### config.mk
export PLATFORM = sky130hd
export DESIGN_NAME = vcc_comparator_ctrl
export DESIGN_NICKNAME = d
export VERILOG_FILES = /design/src/logic/vcc_pkg.sv /design/src/logic/vcc_edge_sync.sv /design/src/logic/vcc_comparator_ctrl.sv
export SDC_FILE = /design/constraint.sdc
export NUM_CORES = 1
export LEC_CHECK = 0
export ABC_AREA = 1
export BUFFER_PORTS_ARGS = -buffer_cell sky130_fd_sc_hd__buf_2
export CORE_ASPECT_RATIO = 1.4
export CORE_MARGIN = 5
export CORE_UTILIZATION = 60
export DETAILED_ROUTE_END_ITERATION = 12
export PLACE_DENSITY = 0.93
export RECOVER_POWER = 25
export SYNTH_ARGS = -nofsm -noshare
export SYNTH_HDL_FRONTEND = slang
export SYNTH_SLANG_ARGS = --single-unit
### constraint.sdc
create_clock -name mclk -period 3.4 [get_ports mclk]
set_clock_uncertainty 0.2 [all_clocks]
set_input_delay 1.02 -clock mclk [delete_from_list [all_inputs] [get_ports mclk]]
set_output_delay 1.02 -clock mclk [all_outputs]
set_load 0.05 [all_outputs]
### src/logic/vcc_pkg.sv
// package of register offsets, field positions and reset values
package vcc_pkg;
    localparam int VCC_NUM_CMP = 3;
    localparam int VCC_ADDR_W = 4;
    // register offsets: control and mode per comparator, then shared
    localparam logic [3:0] VCC_OFF_CTRL0 = 4'h0;
    localparam logic [3:0] VCC_OFF_MODE0 = 4'h1;
    localparam logic [3:0] VCC_OFF_CTRL1 = 4'h2;
    localparam logic [3:0] VCC_OFF_MODE1 = 4'h3;
    localparam logic [3:0] VCC_OFF_CTRL2 = 4'h4;
    localparam logic [3:0] VCC_OFF_MODE2 = 4'h5;
    localparam logic [3:0] VCC_OFF_EXT_IE = 4'h6;
    localparam logic [3:0] VCC_OFF_ISTAT = 4'h7;
    localparam logic [3:0] VCC_OFF_ICLR = 4'h8;
    localparam logic [3:0] VCC_OFF_IEN = 4'h9;
    // control register fields
    localparam int VCC_CTL_ON = 7;
    localparam int VCC_CTL_RESULT = 6;
    localparam int VCC_CTL_RISE = 5;
    localparam int VCC_CTL_FALL = 4;
    localparam int VCC_CTL_HYP = 2;
    localparam int VCC_CTL_HYN = 0;
    // mode register fields
    localparam int VCC_MD_RIE = 5;
    localparam int VCC_MD_FIE = 4;
    localparam int VCC_MD_RESP = 0;
    // reset values
    localparam logic [1:0] VCC_RESP_RST = 2'h2;
    localparam logic [1:0] VCC_HYST_RST = 2'h0;
    // synchroniser depth
    localparam int VCC_SYNC_STAGES = 2;
endpackage : vcc_pkg

### src/logic/vcc_edge_sync.sv
// one comparator output: synchroniser and edge detector
`timescale 1ns/1ps
module vcc_edge_sync
    import vcc_pkg::*;
(
    // clock and reset
    input wire logic mclk,
    input wire logic rst_n,
    // asynchronous comparator level
    input wire logic raw_in,
    // synchronised level and edge pulses
    output logic level,
    output logic rise,
    output logic fall
);
    typedef struct packed {
        logic [VCC_SYNC_STAGES-1:0] sync;
        logic last;
    } vcc_es_s;

    vcc_es_s st;
    vcc_es_s next_st;

    // shift in; only the final stage feeds the edge compare
    always_comb
    begin
        next_st = st;
        next_st.sync = {st.sync[VCC_SYNC_STAGES-2:0], raw_in};
        next_st.last = st.sync[VCC_SYNC_STAGES-1];
    end

    always_ff @(posedge mclk or negedge rst_n)
    begin
        if (!rst_n)
            st <= '0;
        else
            st <= next_st;
    end

    assign level = st.sync[VCC_SYNC_STAGES-1];
    assign rise = st.sync[VCC_SYNC_STAGES-1] & ~st.last;
    assign fall = ~st.sync[VCC_SYNC_STAGES-1] & st.last;
endmodule : vcc_edge_sync

### src/logic/vcc_comparator_ctrl.sv
// control, flags and interrupt logic for three voltage comparators
// How it works
// - three comparators, each powered while its on bit is one.
// - a disabled comparator drives its pin output low.
// - result bit is readable anytime, reading has no side effects.
// - rising and falling edge interrupt enables sit in the mode register.
// - falling output edge sets a sticky fall flag until software clears.
// - rising output edge sets a sticky rise flag until software clears.
// - per comparator interrupt forwarded only when also enabled in the extended enable reg.
// - hysteresis comes from control bits three to zero, two fields.
// - each hysteresis field picks off, 5, 10 or 20 mV.
// - two-bit response field in mode register trades speed for power.
// - outputs also serve as port pin outputs; comparator 0 output also as reset source.
`timescale 1ns/1ps
module vcc_comparator_ctrl
    import vcc_pkg::*;
#(
    parameter int NUM_CMP = VCC_NUM_CMP
)
(
    // clock and reset
    input wire logic mclk,
    input wire logic rst_n,
    // register port
    input wire logic [VCC_ADDR_W-1:0] addr,
    input wire logic [7:0] wdata,
    input wire logic wr,
    input wire logic rd,
    output logic [7:0] rdata,
    // analog front end
    input wire logic [NUM_CMP-1:0] cmp_raw,
    output logic [NUM_CMP-1:0] cmp_on,
    output logic [2*NUM_CMP-1:0] pos_hyst_sel,
    output logic [2*NUM_CMP-1:0] neg_hyst_sel,
    output logic [2*NUM_CMP-1:0] response_sel,
    // pin, reset and interrupt outputs
    output logic [NUM_CMP-1:0] cmp_pin_out,
    output logic cmp0_reset_src,
    output logic [NUM_CMP-1:0] cmp_irq,
    output logic irq
);
    typedef struct packed {
        logic [NUM_CMP-1:0] on;
        logic [NUM_CMP-1:0] rise_flag;
        logic [NUM_CMP-1:0] fall_flag;
        logic [NUM_CMP-1:0] rise_ie;
        logic [NUM_CMP-1:0] fall_ie;
        logic [2*NUM_CMP-1:0] hyp;
        logic [2*NUM_CMP-1:0] hyn;
        logic [2*NUM_CMP-1:0] resp;
        logic [NUM_CMP-1:0] ext_ie;
        logic [2*NUM_CMP-1:0] istat;
        logic [2*NUM_CMP-1:0] ien;
        logic [7:0] rdata;
    } vcc_s;

    vcc_s st;
    vcc_s next_st;
    logic [NUM_CMP-1:0] lvl;
    logic [NUM_CMP-1:0] rise_p;
    logic [NUM_CMP-1:0] fall_p;
    logic [NUM_CMP-1:0] res;
    logic [NUM_CMP-1:0] rise_ev;
    logic [NUM_CMP-1:0] fall_ev;

    // one synchroniser per comparator
    genvar gi;
    generate
        for (gi = 0; gi < NUM_CMP; gi++)
        begin : g_cmp
            vcc_edge_sync u_sync (
                .mclk(mclk),
                .rst_n(rst_n),
                .raw_in(cmp_raw[gi]),
                .level(lvl[gi]),
                .rise(rise_p[gi]),
                .fall(fall_p[gi])
            );
        end
    endgenerate

    // a shut-down comparator has no meaningful output, so mask it low
    assign res = lvl & st.on;
    // edges only count while powered, avoids flags from enable glitches
    assign rise_ev = rise_p & st.on;
    assign fall_ev = fall_p & st.on;

    // register writes, flag updates and read mux
    always_comb
    begin
        next_st = st;
        next_st.rdata = 8'h00;
        for (int i = 0; i < NUM_CMP; i++)
        begin
            // software write of control clears or sets flags; event wins
            if (wr && addr == VCC_OFF_CTRL0 + 4'(2*i))
            begin
                next_st.on[i] = wdata[VCC_CTL_ON];
                next_st.rise_flag[i] = wdata[VCC_CTL_RISE];
                next_st.fall_flag[i] = wdata[VCC_CTL_FALL];
                next_st.hyp[2*i +: 2] = wdata[VCC_CTL_HYP +: 2];
                next_st.hyn[2*i +: 2] = wdata[VCC_CTL_HYN +: 2];
            end
            if (wr && addr == VCC_OFF_MODE0 + 4'(2*i))
            begin
                next_st.rise_ie[i] = wdata[VCC_MD_RIE];
                next_st.fall_ie[i] = wdata[VCC_MD_FIE];
                next_st.resp[2*i +: 2] = wdata[VCC_MD_RESP +: 2];
            end
            if (rise_ev[i])
                next_st.rise_flag[i] = 1'b1;
            if (fall_ev[i])
                next_st.fall_flag[i] = 1'b1;
            // reads carry no side effects on any flag
            if (rd && addr == VCC_OFF_CTRL0 + 4'(2*i))
            begin
                next_st.rdata[VCC_CTL_ON] = st.on[i];
                next_st.rdata[VCC_CTL_RESULT] = res[i];
                next_st.rdata[VCC_CTL_RISE] = st.rise_flag[i];
                next_st.rdata[VCC_CTL_FALL] = st.fall_flag[i];
                next_st.rdata[VCC_CTL_HYP +: 2] = st.hyp[2*i +: 2];
                next_st.rdata[VCC_CTL_HYN +: 2] = st.hyn[2*i +: 2];
            end
            if (rd && addr == VCC_OFF_MODE0 + 4'(2*i))
            begin
                next_st.rdata[VCC_MD_RIE] = st.rise_ie[i];
                next_st.rdata[VCC_MD_FIE] = st.fall_ie[i];
                next_st.rdata[VCC_MD_RESP +: 2] = st.resp[2*i +: 2];
            end
        end
        // shared registers
        if (wr && addr == VCC_OFF_EXT_IE)
            next_st.ext_ie = wdata[NUM_CMP-1:0];
        if (wr && addr == VCC_OFF_IEN)
            next_st.ien = wdata[2*NUM_CMP-1:0];
        if (wr && addr == VCC_OFF_ICLR)
            next_st.istat = st.istat & ~wdata[2*NUM_CMP-1:0];
        // sticky status: set beats the clear in the same cycle
        next_st.istat = next_st.istat | {fall_ev, rise_ev};
        if (rd && addr == VCC_OFF_EXT_IE)
            next_st.rdata[NUM_CMP-1:0] = st.ext_ie;
        if (rd && addr == VCC_OFF_ISTAT)
            next_st.rdata[2*NUM_CMP-1:0] = st.istat;
        if (rd && addr == VCC_OFF_IEN)
            next_st.rdata[2*NUM_CMP-1:0] = st.ien;
    end

    always_ff @(posedge mclk or negedge rst_n)
    begin
        if (!rst_n)
        begin
            st <= '0;
            st.resp <= {NUM_CMP{VCC_RESP_RST}};
            st.hyp <= {NUM_CMP{VCC_HYST_RST}};
            st.hyn <= {NUM_CMP{VCC_HYST_RST}};
        end
        else
            st <= next_st;
    end

    // outputs to the analog side and the system
    assign rdata = st.rdata;
    assign cmp_on = st.on;
    assign pos_hyst_sel = st.hyp;
    assign neg_hyst_sel = st.hyn;
    assign response_sel = st.resp;
    assign cmp_pin_out = res;
    // caller must respect power-up time before arming this reset source
    assign cmp0_reset_src = res[0];
    // per comparator interrupt: flag and edge enable and system enable
    assign cmp_irq = ((st.rise_flag & st.rise_ie)
                     | (st.fall_flag & st.fall_ie)) & st.ext_ie;
    assign irq = |(st.istat & st.ien);

    // checks: power, pin output and result read
    a_pin_low_off: assert property (
        @(posedge mclk) disable iff (!rst_n)
        !st.on[0] |-> !cmp_pin_out[0])
        else $error("pin output high while comparator off");
    a_on_write: assert property (
        @(posedge mclk) disable iff (!rst_n)
        wr && addr == VCC_OFF_CTRL0
        |=> cmp_on[0] == $past(wdata[VCC_CTL_ON]))
        else $error("enable write not taken");
    a_result_read: assert property (
        @(posedge mclk) disable iff (!rst_n)
        rd && addr == VCC_OFF_CTRL0
        |=> rdata[VCC_CTL_RESULT] == $past(res[0]))
        else $error("result bit read wrong");
    a_result_off: assert property (
        @(posedge mclk) disable iff (!rst_n)
        rd && addr == VCC_OFF_CTRL2 && !st.on[2]
        |=> !rdata[VCC_CTL_RESULT])
        else $error("switched off comparator read as high");
    a_pin_result: assert property (
        @(posedge mclk) disable iff (!rst_n)
        rd && addr == VCC_OFF_CTRL0
        |=> rdata[VCC_CTL_RESULT] == $past(cmp_pin_out[0]))
        else $error("pin output and result bit disagree");
    a_rdata_idle: assert property (
        @(posedge mclk) disable iff (!rst_n)
        !rd |=> rdata == 8'h00)
        else $error("read data not zero without a read");

    // edge flags; a set must survive everything but a software write
    a_rise_sets: assert property (
        @(posedge mclk) disable iff (!rst_n)
        rise_ev[0] |=> st.rise_flag[0])
        else $error("rise flag not set after rising edge");
    a_fall_sets: assert property (
        @(posedge mclk) disable iff (!rst_n)
        fall_ev[0] |=> st.fall_flag[0])
        else $error("fall flag not set after falling edge");
    a_flag_sticky: assert property (
        @(posedge mclk) disable iff (!rst_n)
        st.rise_flag[0] && !wr |=> st.rise_flag[0])
        else $error("rise flag dropped without write");
    a_read_no_clr: assert property (
        @(posedge mclk) disable iff (!rst_n)
        rd && st.fall_flag[0] |=> st.fall_flag[0])
        else $error("read cleared a flag");
    a_ctrl_clear: assert property (
        @(posedge mclk) disable iff (!rst_n)
        wr && addr == VCC_OFF_CTRL0 && !wdata[VCC_CTL_RISE] && !rise_ev[0]
        |=> !st.rise_flag[0])
        else $error("software clear of rise flag not taken");
    a_off_no_flag: assert property (
        @(posedge mclk) disable iff (!rst_n)
        !st.on[2] && !wr
        |=> st.fall_flag[2] == $past(st.fall_flag[2]))
        else $error("flag moved while comparator off");
    a_sync_delay: assert property (
        @(posedge mclk) disable iff (!rst_n)
        $rose(cmp_raw[0]) ##2 st.on[0]
        |=> st.rise_flag[0])
        else $error("synchroniser latency wrong");

    // status register and the shared interrupt line
    a_istat_set: assert property (
        @(posedge mclk) disable iff (!rst_n)
        rise_ev[0] |=> st.istat[0])
        else $error("status bit not set after rising edge");
    a_istat_stick: assert property (
        @(posedge mclk) disable iff (!rst_n)
        st.istat[3] && !(wr && addr == VCC_OFF_ICLR)
        |=> st.istat[3])
        else $error("status bit dropped without clear");
    a_irq_level: assert property (
        @(posedge mclk) disable iff (!rst_n)
        st.istat[3] && st.ien[3] |-> irq)
        else $error("enabled status bit gave no interrupt");

    // per comparator interrupt gating
    a_irq_gated: assert property (
        @(posedge mclk) disable iff (!rst_n)
        !st.ext_ie[0] |-> !cmp_irq[0])
        else $error("interrupt without system enable");
    a_irq_edge_en: assert property (
        @(posedge mclk) disable iff (!rst_n)
        st.ext_ie[0] && st.rise_ie[0] && st.rise_flag[0]
        |-> cmp_irq[0])
        else $error("enabled rise flag gave no interrupt");
    a_fall_irq_en: assert property (
        @(posedge mclk) disable iff (!rst_n)
        st.ext_ie[0] && st.fall_ie[0] && st.fall_flag[0]
        |-> cmp_irq[0])
        else $error("enabled fall flag gave no interrupt");
    a_no_edge_en: assert property (
        @(posedge mclk) disable iff (!rst_n)
        !st.rise_ie[0] && !st.fall_ie[0]
        |-> !cmp_irq[0])
        else $error("interrupt without any edge enable");
    a_ie_write: assert property (
        @(posedge mclk) disable iff (!rst_n)
        wr && addr == VCC_OFF_MODE0
        |=> st.fall_ie[0] == $past(wdata[VCC_MD_FIE]))
        else $error("edge enable write not taken");

    // analog settings follow their register fields
    a_hyst_write: assert property (
        @(posedge mclk) disable iff (!rst_n)
        wr && addr == VCC_OFF_CTRL1
        |=> pos_hyst_sel[3:2] == $past(wdata[VCC_CTL_HYP +: 2]))
        else $error("hysteresis write not taken");
    a_hyn_write: assert property (
        @(posedge mclk) disable iff (!rst_n)
        wr && addr == VCC_OFF_CTRL1
        |=> neg_hyst_sel[3:2] == $past(wdata[VCC_CTL_HYN +: 2]))
        else $error("negative hysteresis write not taken");
    a_resp_write: assert property (
        @(posedge mclk) disable iff (!rst_n)
        wr && addr == VCC_OFF_MODE2
        |=> response_sel[5:4] == $past(wdata[VCC_MD_RESP +: 2]))
        else $error("response write not taken");
    a_mode_read: assert property (
        @(posedge mclk) disable iff (!rst_n)
        rd && addr == VCC_OFF_MODE2
        |=> rdata[VCC_MD_RESP +: 2] == $past(response_sel[5:4]))
        else $error("response field read wrong");

    // main scenarios
    c_edge_irq: cover property (@(posedge mclk) disable iff (!rst_n)
        (rise_ev[0] || fall_ev[0]) ##1 cmp_irq[0]);
    c_fall_flag: cover property (@(posedge mclk) disable iff (!rst_n)
        fall_ev[0] ##1 st.fall_flag[0]);
    c_clear_flag: cover property (@(posedge mclk) disable iff (!rst_n)
        st.rise_flag[0] ##1 !st.rise_flag[0]);
    c_top_irq: cover property (@(posedge mclk) disable iff (!rst_n) irq);
    c_result_hi: cover property (@(posedge mclk) disable iff (!rst_n)
        rd && addr == VCC_OFF_CTRL0 ##1 rdata[VCC_CTL_RESULT]);
endmodule : vcc_comparator_ctrl

==> flow_summary.yaml, run 1 <==
grt:
  grt_max_degree: 24
  grt_pass1_vias: 2626
  overflow: 0
  grt_pass1_wl_microns: 12200
  grt_use_total_pct: 23.7
  antenna_found_initial: 0
detailed_routing:
  dr.first_iter.drc_count: 212
  vias: 2549
  drt-pass1-iter-count: 5
  ant_nets: 0
  wirelength_microns: 7170
  vias_per_cell: 5.69
  drc: 0
  wire_per_inst_microns: 16.0
synthesis:
  yosysUniqueCellTypes: 26
  seq_area_frac_synth_pct: 52.6
  synth-xor-area-share_pct: 0
  synth_fp_nets: 366
  synth_top_area_share_pct: 50.1
  synth_cells: 347
  synth_common_cells: "nand2_1, dfrtp_1, buf_4"
  synth_ff_type: "dfrtp_1"
  synth_area_sq_mm: 0.00310
  yosysTopAreaCell: "dfrtp_1"
  async_flop_share_pct: 100
  synth-simple-area-share_pct: 23.2
  synth_fa_ha_area_share_pct: 0
  synth-seq-cells: 65
  synth.area.mux_share_pct: 0
  synth.most_common_cell: "nand2_1"
  synth_top_family_by_area: "simple AND/OR/NAND/NOR gates"
  ys_top_cells_by_area: "dfrtp_1, nand2_1, buf_4"
  yosysWarningCount: 0
  synth_compound_area_share_pct: 12.2
  synth-edff-count: 0
  syn_avg_cell_area_sq_um: 8.93
cells_and_area:
  antenna_cells: 0
  area_growth_pct: 9.53
  n_fill_cell: 406
  fin_nets: 398
  utilization_pct: 66.8
  drive_above_1_share_pct: 25.7
clock_tree:
  root_buffer: "clkbuf_8"
  cts_buffers: 9
  postCtsSetupBuffers: 0
  htree_num_levels: 3
  cts_tree: "yes"
  path_clk_slew_ps: 60
  postCtsHoldBufs: 0
  clockBufferDepth: 2
  clkLatencyLatePin_ps: 340
  cts-resized-gates: 0
  clock-sinks: 65
timing:
  worstMarginPinSlew_ps: 1120
  slew_headroom_pct: 25.2
  timing.final.crit_period_ps: 2680
  period_share_pct: 78.8
  finalHoldViolCount: 0
  report.final.slew_viol_count: 0
  tns_ps: 0
  setup_viol: 0
  rsz0062_at_grt: "false"
  max_freq_ghz: 0.373
die:
  die_height_microns: 95.0
  core-area_sq_mm: 0.00508
  start_util_pct: 61.0
  num_io_pins: 56
  rows: 31
  design.die.area_sq_mm: 0.00672
  die_w_microns: 70.7
power:
  powerDensity_mw_per_mm2: 673
  vdd_drop_max_uv: 479
  p_leak_uw: 0.00166
hold_path:
  hold_path_class: "register to register"
  hp-start: "g_cmp[1].u_sync.next_st[2]$_DFF_PN0_"
  hold_end: "g_cmp[1].u_sync.level$_DFF_PN0_"
  whs_path_depth: 0
place:
  gp_congestion: 0.946
  dp_hpwl_microns: 5500
  port_buffers: 54
critical_path:
  cp-end-kind: "primary output"
  ff2ff_path_depth: 6
  regToRegSetupSlack_ps: 2060
  crit_fanout: 3
  rr_endpoint: "rdata[0]$_DFF_PN0_"
  worstPathRequired_ps: 2180
  worstPathArrival_ps: 1460
  r2r-start: "response_sel[0]$_DFFE_PN0P_"
  critical_path_class: "register to primary output"
  start_kind: "register"
flow_run:
  maxCapViolCount: 0
status:
  status: "completed"
==> cell type report <==
cell class	instances	area [sq um]	share of cell area (%)
sequential	65	1630	48.0
multi-input combinational	219	1100	32.4
timing repair buffer	56	284	8.37
clock buffer	12	155	4.57
inverter	28	105	3.10
tap	66	82.6	2.43
clock inverter	2	38.8	1.14
==> routing by layer <==
metal	share of wire, %	track usage (%)	wire length [microns]	vias up
met2	52	39.9	3700	131
met3	7.6	4.64	545	30
met5	0	0	0	-
met4	4.0	15.0	286	0
li1	-	-	-	1181
met1	37	27.5	2630	1207
==> how the worst max path moves through the flow <==
stage	startpoint	endpoint	slack (ps)	cells past startpoint
floorplan	st[47]$_DFFE_PN0P_	cmp_irq[0]	1000	2
global placement	rd	rdata[3]$_DFF_PN0_	930	5
detailed placement	addr[0]	st[12]$_DFFE_PN0P_	910	7
CTS	st[18]$_DFF_PN0_	irq	720	5
global route	st[18]$_DFF_PN0_	irq	590	5
finish	st[18]$_DFF_PN0_	irq	720	5
==> cells in the final DEF (no fill, tap or decap), types with 2 or more instances in the layout <==
cell / n
a21oi_1: 12
a21oi_2: 4
buf_2: 53
buf_4: 2
clkbuf_1: 2
clkbuf_8: 11
dfrtp_1: 62
dfstp_2: 3
inv_1: 22
inv_2: 6
nand2_1: 90
nand2_2: 2
nand3_1: 16
nand4_1: 12
nor2_1: 23
nor2_2: 4
nor2_4: 3
nor3_1: 2
o21ai_0: 28
o21ai_1: 6
o21ai_2: 5
o221ai_1: 7
==> where the power goes <==
group	switching (uW)	internal, uW	total [uW]
logic	462	149	611
clock network	269	372	641
registers	113	918	1030
total	844	1440	2280
==> per-stage QoR <==
step	total power, uW	setup WS [ps]	hold WS, ps	area, sq um	instances
finish	2280	722	154	3390	448
detailed placement	1650	911	140	3200	434
global placement	1630	935	133	3200	434
global route	2390	593	165	3390	448
CTS	2280	724	155	3400	448
floorplan	1560	1000	131	3100	347
==> registers in the layout, indices dropped and copies added, names as in the netlist <==
| signal | flops |
|---|---|
| cmp_on | 3 |
| g_cmp.u_sync.next_st | 3 |
| pos_hyst_sel | 6 |
| response_sel | 6 |
| neg_hyst_sel | 6 |
| g_cmp.u_sync.level | 3 |
| g_cmp.u_sync.st | 3 |
| rdata | 8 |
| st | 27 |
==> worst max-delay path, stage by stage, from the launching register on <==
cell and delay, ps:
dfrtp_1 420, nand2_1 90, nand2_1 50, a221oi_1 210
nand3_1 120, buf_2 230
==> logic make-up after synthesis <==
group / Yosys count
AO/OA/AOI/OAI: 63
flip-flops: 65
buffers and inverters: 63
AND/OR/NAND/NOR: 156
(Power assumes the default switching activity.)
==> run 2, diff against run 1 <==
CORE_UTILIZATION = 55   (was 60)
PLACE_DENSITY = 0.87   (was 0.93)
clock period = 2.74 ns   (was 3.4 ns; I/O delays follow)
==> run 2 against run 1 <==
Compared with the run above: global-route usage down 0.96 points; utilization down 5.0 points; power up 22%; clock-buffer cell count up 1; largest power group unchanged; cell count up 0.89%; register-to-register slack worse by 620 ps; first-iteration DRC count unchanged; critical path depth unchanged.
==> flow_summary.yaml, run 2 (synthesized netlist as in run 1, its figures left out) <==
critical_path:
  start_kind: "register"
  cp-end-kind: "primary output"
  crit_fanout: 3
  worstPathArrival_ps: 1480
  critical_path_class: "register to primary output"
  worstPathRequired_ps: 1720
clock_tree:
  cts_tree: "yes"
  clkLatencyLatePin_ps: 340
  root_buffer: "clkbuf_8"
  path_clk_slew_ps: 70
  htree_num_levels: 3
  clock-sinks: 65
  cts-resized-gates: 0
  cts_buffers: 9
  postCtsHoldBufs: 0
  postCtsSetupBuffers: 0
  clockBufferDepth: 2
die:
  die_w_microns: 73.4
  start_util_pct: 56.5
  rows: 32
  core-area_sq_mm: 0.00549
  num_io_pins: 56
  die_height_microns: 98.8
  design.die.area_sq_mm: 0.00726
detailed_routing:
  dr.first_iter.drc_count: 212
  wire_per_inst_microns: 16.7
  wirelength_microns: 7540
  drt-pass1-iter-count: 6
  vias_per_cell: 5.56
  ant_nets: 0
  drc: 0
  vias: 2511
grt:
  grt_max_degree: 46
  grt_pass1_vias: 2536
  grt_use_total_pct: 22.7
  grt_pass1_wl_microns: 12400
  antenna_found_initial: 0
  overflow: 0
timing:
  max_freq_ghz: 0.400
  tns_ps: 0
  report.final.slew_viol_count: 0
  period_share_pct: 91.3
  setup_viol: 0
  worstMarginPinSlew_ps: 1170
  slew_headroom_pct: 21.9
  finalHoldViolCount: 0
  timing.final.crit_period_ps: 2500
  rsz0062_at_grt: "false"
place:
  gp_congestion: 0.948
  postPlaceCellArea_sq_mm: 0.00322
  dp_hpwl_microns: 5650
  port_buffers: 54
cells_and_area:
  fin_nets: 399
  area_growth_pct: 9.45
  final_common_cell: "nand2_1"
  utilization_pct: 61.8
  n_fill_cell: 471
  stdcell_area_sq_mm: 0.00339
  drive_above_1_share_pct: 26.0
  regMostFlops: "st"
  antenna_cells: 0
  largest_reg_flops: 27
  layout_common_cells: "nand2_1, dfrtp_1, buf_2"
power:
  p_leak_uw: 0.00166
  powerDensity_mw_per_mm2: 823
  power.total_uw: 2790
  vdd_drop_max_uv: 587
flow_run:
  maxCapViolCount: 0
status:
  status: "completed"
hold_path:
  hold_path_class: "register to register"
[run 2: cell count changes in the layout (fill, tap and decap cells not counted)]
| cell | previous run | this run |
|---|---|---|
| bufinv_16 | 1 | 0 |
| clkbuf_4 | 0 | 1 |
| clkbuf_8 | 11 | 12 |
| clkinv_2 | 0 | 1 |
| clkinv_4 | 1 | 0 |
| clkinvlp_4 | 0 | 1 |
[run 2: final cells by class]
class	instances	area [sq um]	area share, %
multi-input combinational	219	1100	32.4
inverter	28	105	3.10
sequential	65	1630	48.1
clock buffer	13	169	4.98
clock inverter	2	12.5	0.369
tap	68	85.1	2.51
timing repair buffer	57	292	8.59
[run 2: worst paths after layout]
kind                                                      start                               to  slack, ps  cells after the start
min in group asynchronous                                 rst_n      neg_hyst_sel[3]$_DFFE_PN0P_        490                      1
setup / recovery                               st[18]$_DFF_PN0_                              irq        240                      5
setup reg to reg                    response_sel[0]$_DFFE_PN0P_               rdata[0]$_DFF_PN0_       1440                      6
max in group asynchronous                                 rst_n      pos_hyst_sel[2]$_DFFE_PN0P_        550                      2
hold reg to reg            g_cmp[1].u_sync.next_st[2]$_DFF_PN0_  g_cmp[1].u_sync.level$_DFF_PN0_        150                      0
hold / removal             g_cmp[1].u_sync.next_st[2]$_DFF_PN0_  g_cmp[1].u_sync.level$_DFF_PN0_        150                      0
[run 2: power by group]
part           internal (uW)  switching [uW]
logic                    184             577
registers               1140             144
clock network            396             351
total                   1720            1070
[run 2: layer usage]
layer	vias to the layer above	global-route usage, %	wire [microns]	share of wire (%)
met5	-	0	0	0
met4	0	9.62	249	3.3
met3	24	6.12	505	6.7
met2	113	37.4	3900	52
met1	1187	27.5	2880	38
li1	1187	-	-	-
[run 2: worst max-delay path, cell delays in order (launching register included)]
cell and delay [ps]:
dfrtp_1 420, nand2_1 80, nand2_1 50, a221oi_1 220, nand3_1 130, buf_2 230
[run 2: through the flow]
step                      worst slack, ps  hold WS, ps  cells
after floorplan                       541          131    347
after global placement                556          132    437
after detailed placement              482          136    437
after CTS                             226          151    452
after global routing                  171          156    452
final                                 239          148    452
==> run 3, diff against run 2 <==
CORE_UTILIZATION = 50   (was 55)
PLACE_DENSITY = 0.81   (was 0.87)
==> run 3 against run 2 <==
Compared with the run above: highest routed layer unchanged; fmax is 1.2% lower; global-route usage down 2.6 points; critical path type unchanged; sequential cell count stayed put; non-clock buffer count stayed put.
==> flow_summary.yaml, run 3 (synthesized netlist as in run 1, its figures left out) <==
grt:
  antenna_found_initial: 0
  grt_pass1_vias: 2433
  overflow: 0
  grt_max_degree: 44
  grt_use_total_pct: 20.1
  grt_pass1_wl_microns: 12100
cells_and_area:
  drive_above_1_share_pct: 26.2
  multi_input_area_sq_mm: 0.00110
  layout_common_cells: "nand2_1, dfrtp_1, buf_2"
  area_growth_pct: 10.4
  n_fill_cell: 553
  largest_reg_flops: 27
  fin_nets: 399
  seq_area_sq_mm: 0.00163
  final_common_cell: "nand2_1"
  antenna_cells: 0
  regMostFlops: "st"
place:
  gp_congestion: 0.948
  port_buffers: 54
  dp_hpwl_microns: 5450
timing:
  finalHoldViolCount: 0
  period_share_pct: 92.4
  slew_headroom_pct: 22.3
  tns_ps: 0
  setup_viol: 0
  worstMarginPinSlew_ps: 1160
  timing.final.crit_period_ps: 2530
  report.final.slew_viol_count: 0
  max_freq_ghz: 0.395
  rsz0062_at_grt: "false"
power:
  switching_share_pct: 37.5
  p_leak_uw: 0.00167
  clkPwrFrac_pct: 29.3
  power.total_uw: 2870
  p_seq_share_pct: 44.4
  powerDensity_mw_per_mm2: 839
  internal_power_uw: 1790
  pwr-share-comb_pct: 26.4
  vdd_drop_max_uv: 583
  p_sw_uw: 1080
detailed_routing:
  wire_per_inst_microns: 16.1
  drt-pass1-iter-count: 7
  dr.first_iter.drc_count: 245
  vias: 2480
  drc: 0
  ant_nets: 0
  wirelength_microns: 7370
  vias_per_cell: 5.43
critical_path:
  r2r-start: "neg_hyst_sel[0]$_DFFE_PN0P_"
  start_kind: "register"
  worstPathRequired_ps: 1720
  crit_fanout: 3
  startpoint: "st[9]$_DFFE_PN0P_"
  worstPathArrival_ps: 1510
  cp-end-kind: "primary output"
  critical_path_class: "register to primary output"
die:
  die_w_microns: 76.5
  rows: 34
  design.die.area_sq_mm: 0.00790
  die_height_microns: 103
  start_util_pct: 50.6
  core-area_sq_mm: 0.00613
  num_io_pins: 56
clock_tree:
  clockBufferDepth: 2
  cts_buffers: 9
  clock-sinks: 65
  htree_num_levels: 3
  path_clk_slew_ps: 70
  postCtsHoldBufs: 0
  cts-resized-gates: 0
  root_buffer: "clkbuf_8"
  cts_tree: "yes"
  postCtsSetupBuffers: 0
  clkLatencyLatePin_ps: 340
status:
  status: "completed"
hold_path:
  hold_path_class: "register to register"
  hp-start: "g_cmp[0].u_sync.next_st[2]$_DFF_PN0_"
flow_run:
  maxCapViolCount: 0
[run 3: cell count changes in the layout (fill, tap and decap cells not counted), sizes merged]
cell,previous run,this run
clkbuf,15,14
bufinv,0,1
clkinv,1,2
[run 3: final timing paths]
kind | slack, ps | to | depth (start not counted)
max | 210 | irq | 5
min | 150 | g_cmp[0].u_sync.level$_DFF_PN0_ | 0
max reg2reg | 1430 | rdata[0]$_DFF_PN0_ | 6
min reg2reg | 150 | g_cmp[0].u_sync.level$_DFF_PN0_ | 0
max in group asynchronous | 570 | rdata[1]$_DFF_PN0_ | 2
min in group asynchronous | 490 | neg_hyst_sel[0]$_DFFE_PN0P_ | 1
[run 3: cell type report]
cell class | instances | area share [%]
repair buffers | 57 | 8.52
multi-input cells | 219 | 32.1
flip-flops and latches | 65 | 47.6
inverters | 28 | 3.07
clock inverters | 4 | 1.50
well taps | 72 | 2.63
clock buffers | 12 | 4.53
[run 3: per-layer routing]
| metal | vias to the layer above | GRT usage (%) | share of wire (%) |
|---|---|---|---|
| met2 | 102 | 35.4 | 53 |
| li1 | 1188 | - | - |
| met5 | - | 0 | 0 |
| met3 | 19 | 4.81 | 6.6 |
| met4 | 0 | 11.0 | 2.7 |
| met1 | 1171 | 22.6 | 38 |
[run 3: power by group through the flow]
stage / clock, uW / combinational, uW / sequential (uW)
2_1_floorplan: 0 / 685 / 1250
3_3_place_gp: 0 / 747 / 1280
3_5_place_dp: 0 / 759 / 1290
4_1_cts: 844 / 765 / 1270
5_1_grt: 882 / 819 / 1300
6_report: 839 / 757 / 1270
[run 3: critical path, cell delays in order (launching register included)]
cell,delay (ps)
dfrtp_1,400
nand2_1,80
nand2_1,60
a221oi_1,250
nand3_1,140
buf_2,240
[run 3: metrics by stage]
stage	cell area (sq um)	setup WS [ps]	hold WS (ps)	utilization, %	cells
global placement	3230	575	131	52.7	441
global route	3420	170	154	55.9	457
detailed placement	3230	519	136	52.7	441
finish	3420	208	148	55.9	457
CTS	3440	264	151	56.1	457
floorplan	3100	541	131	-	347
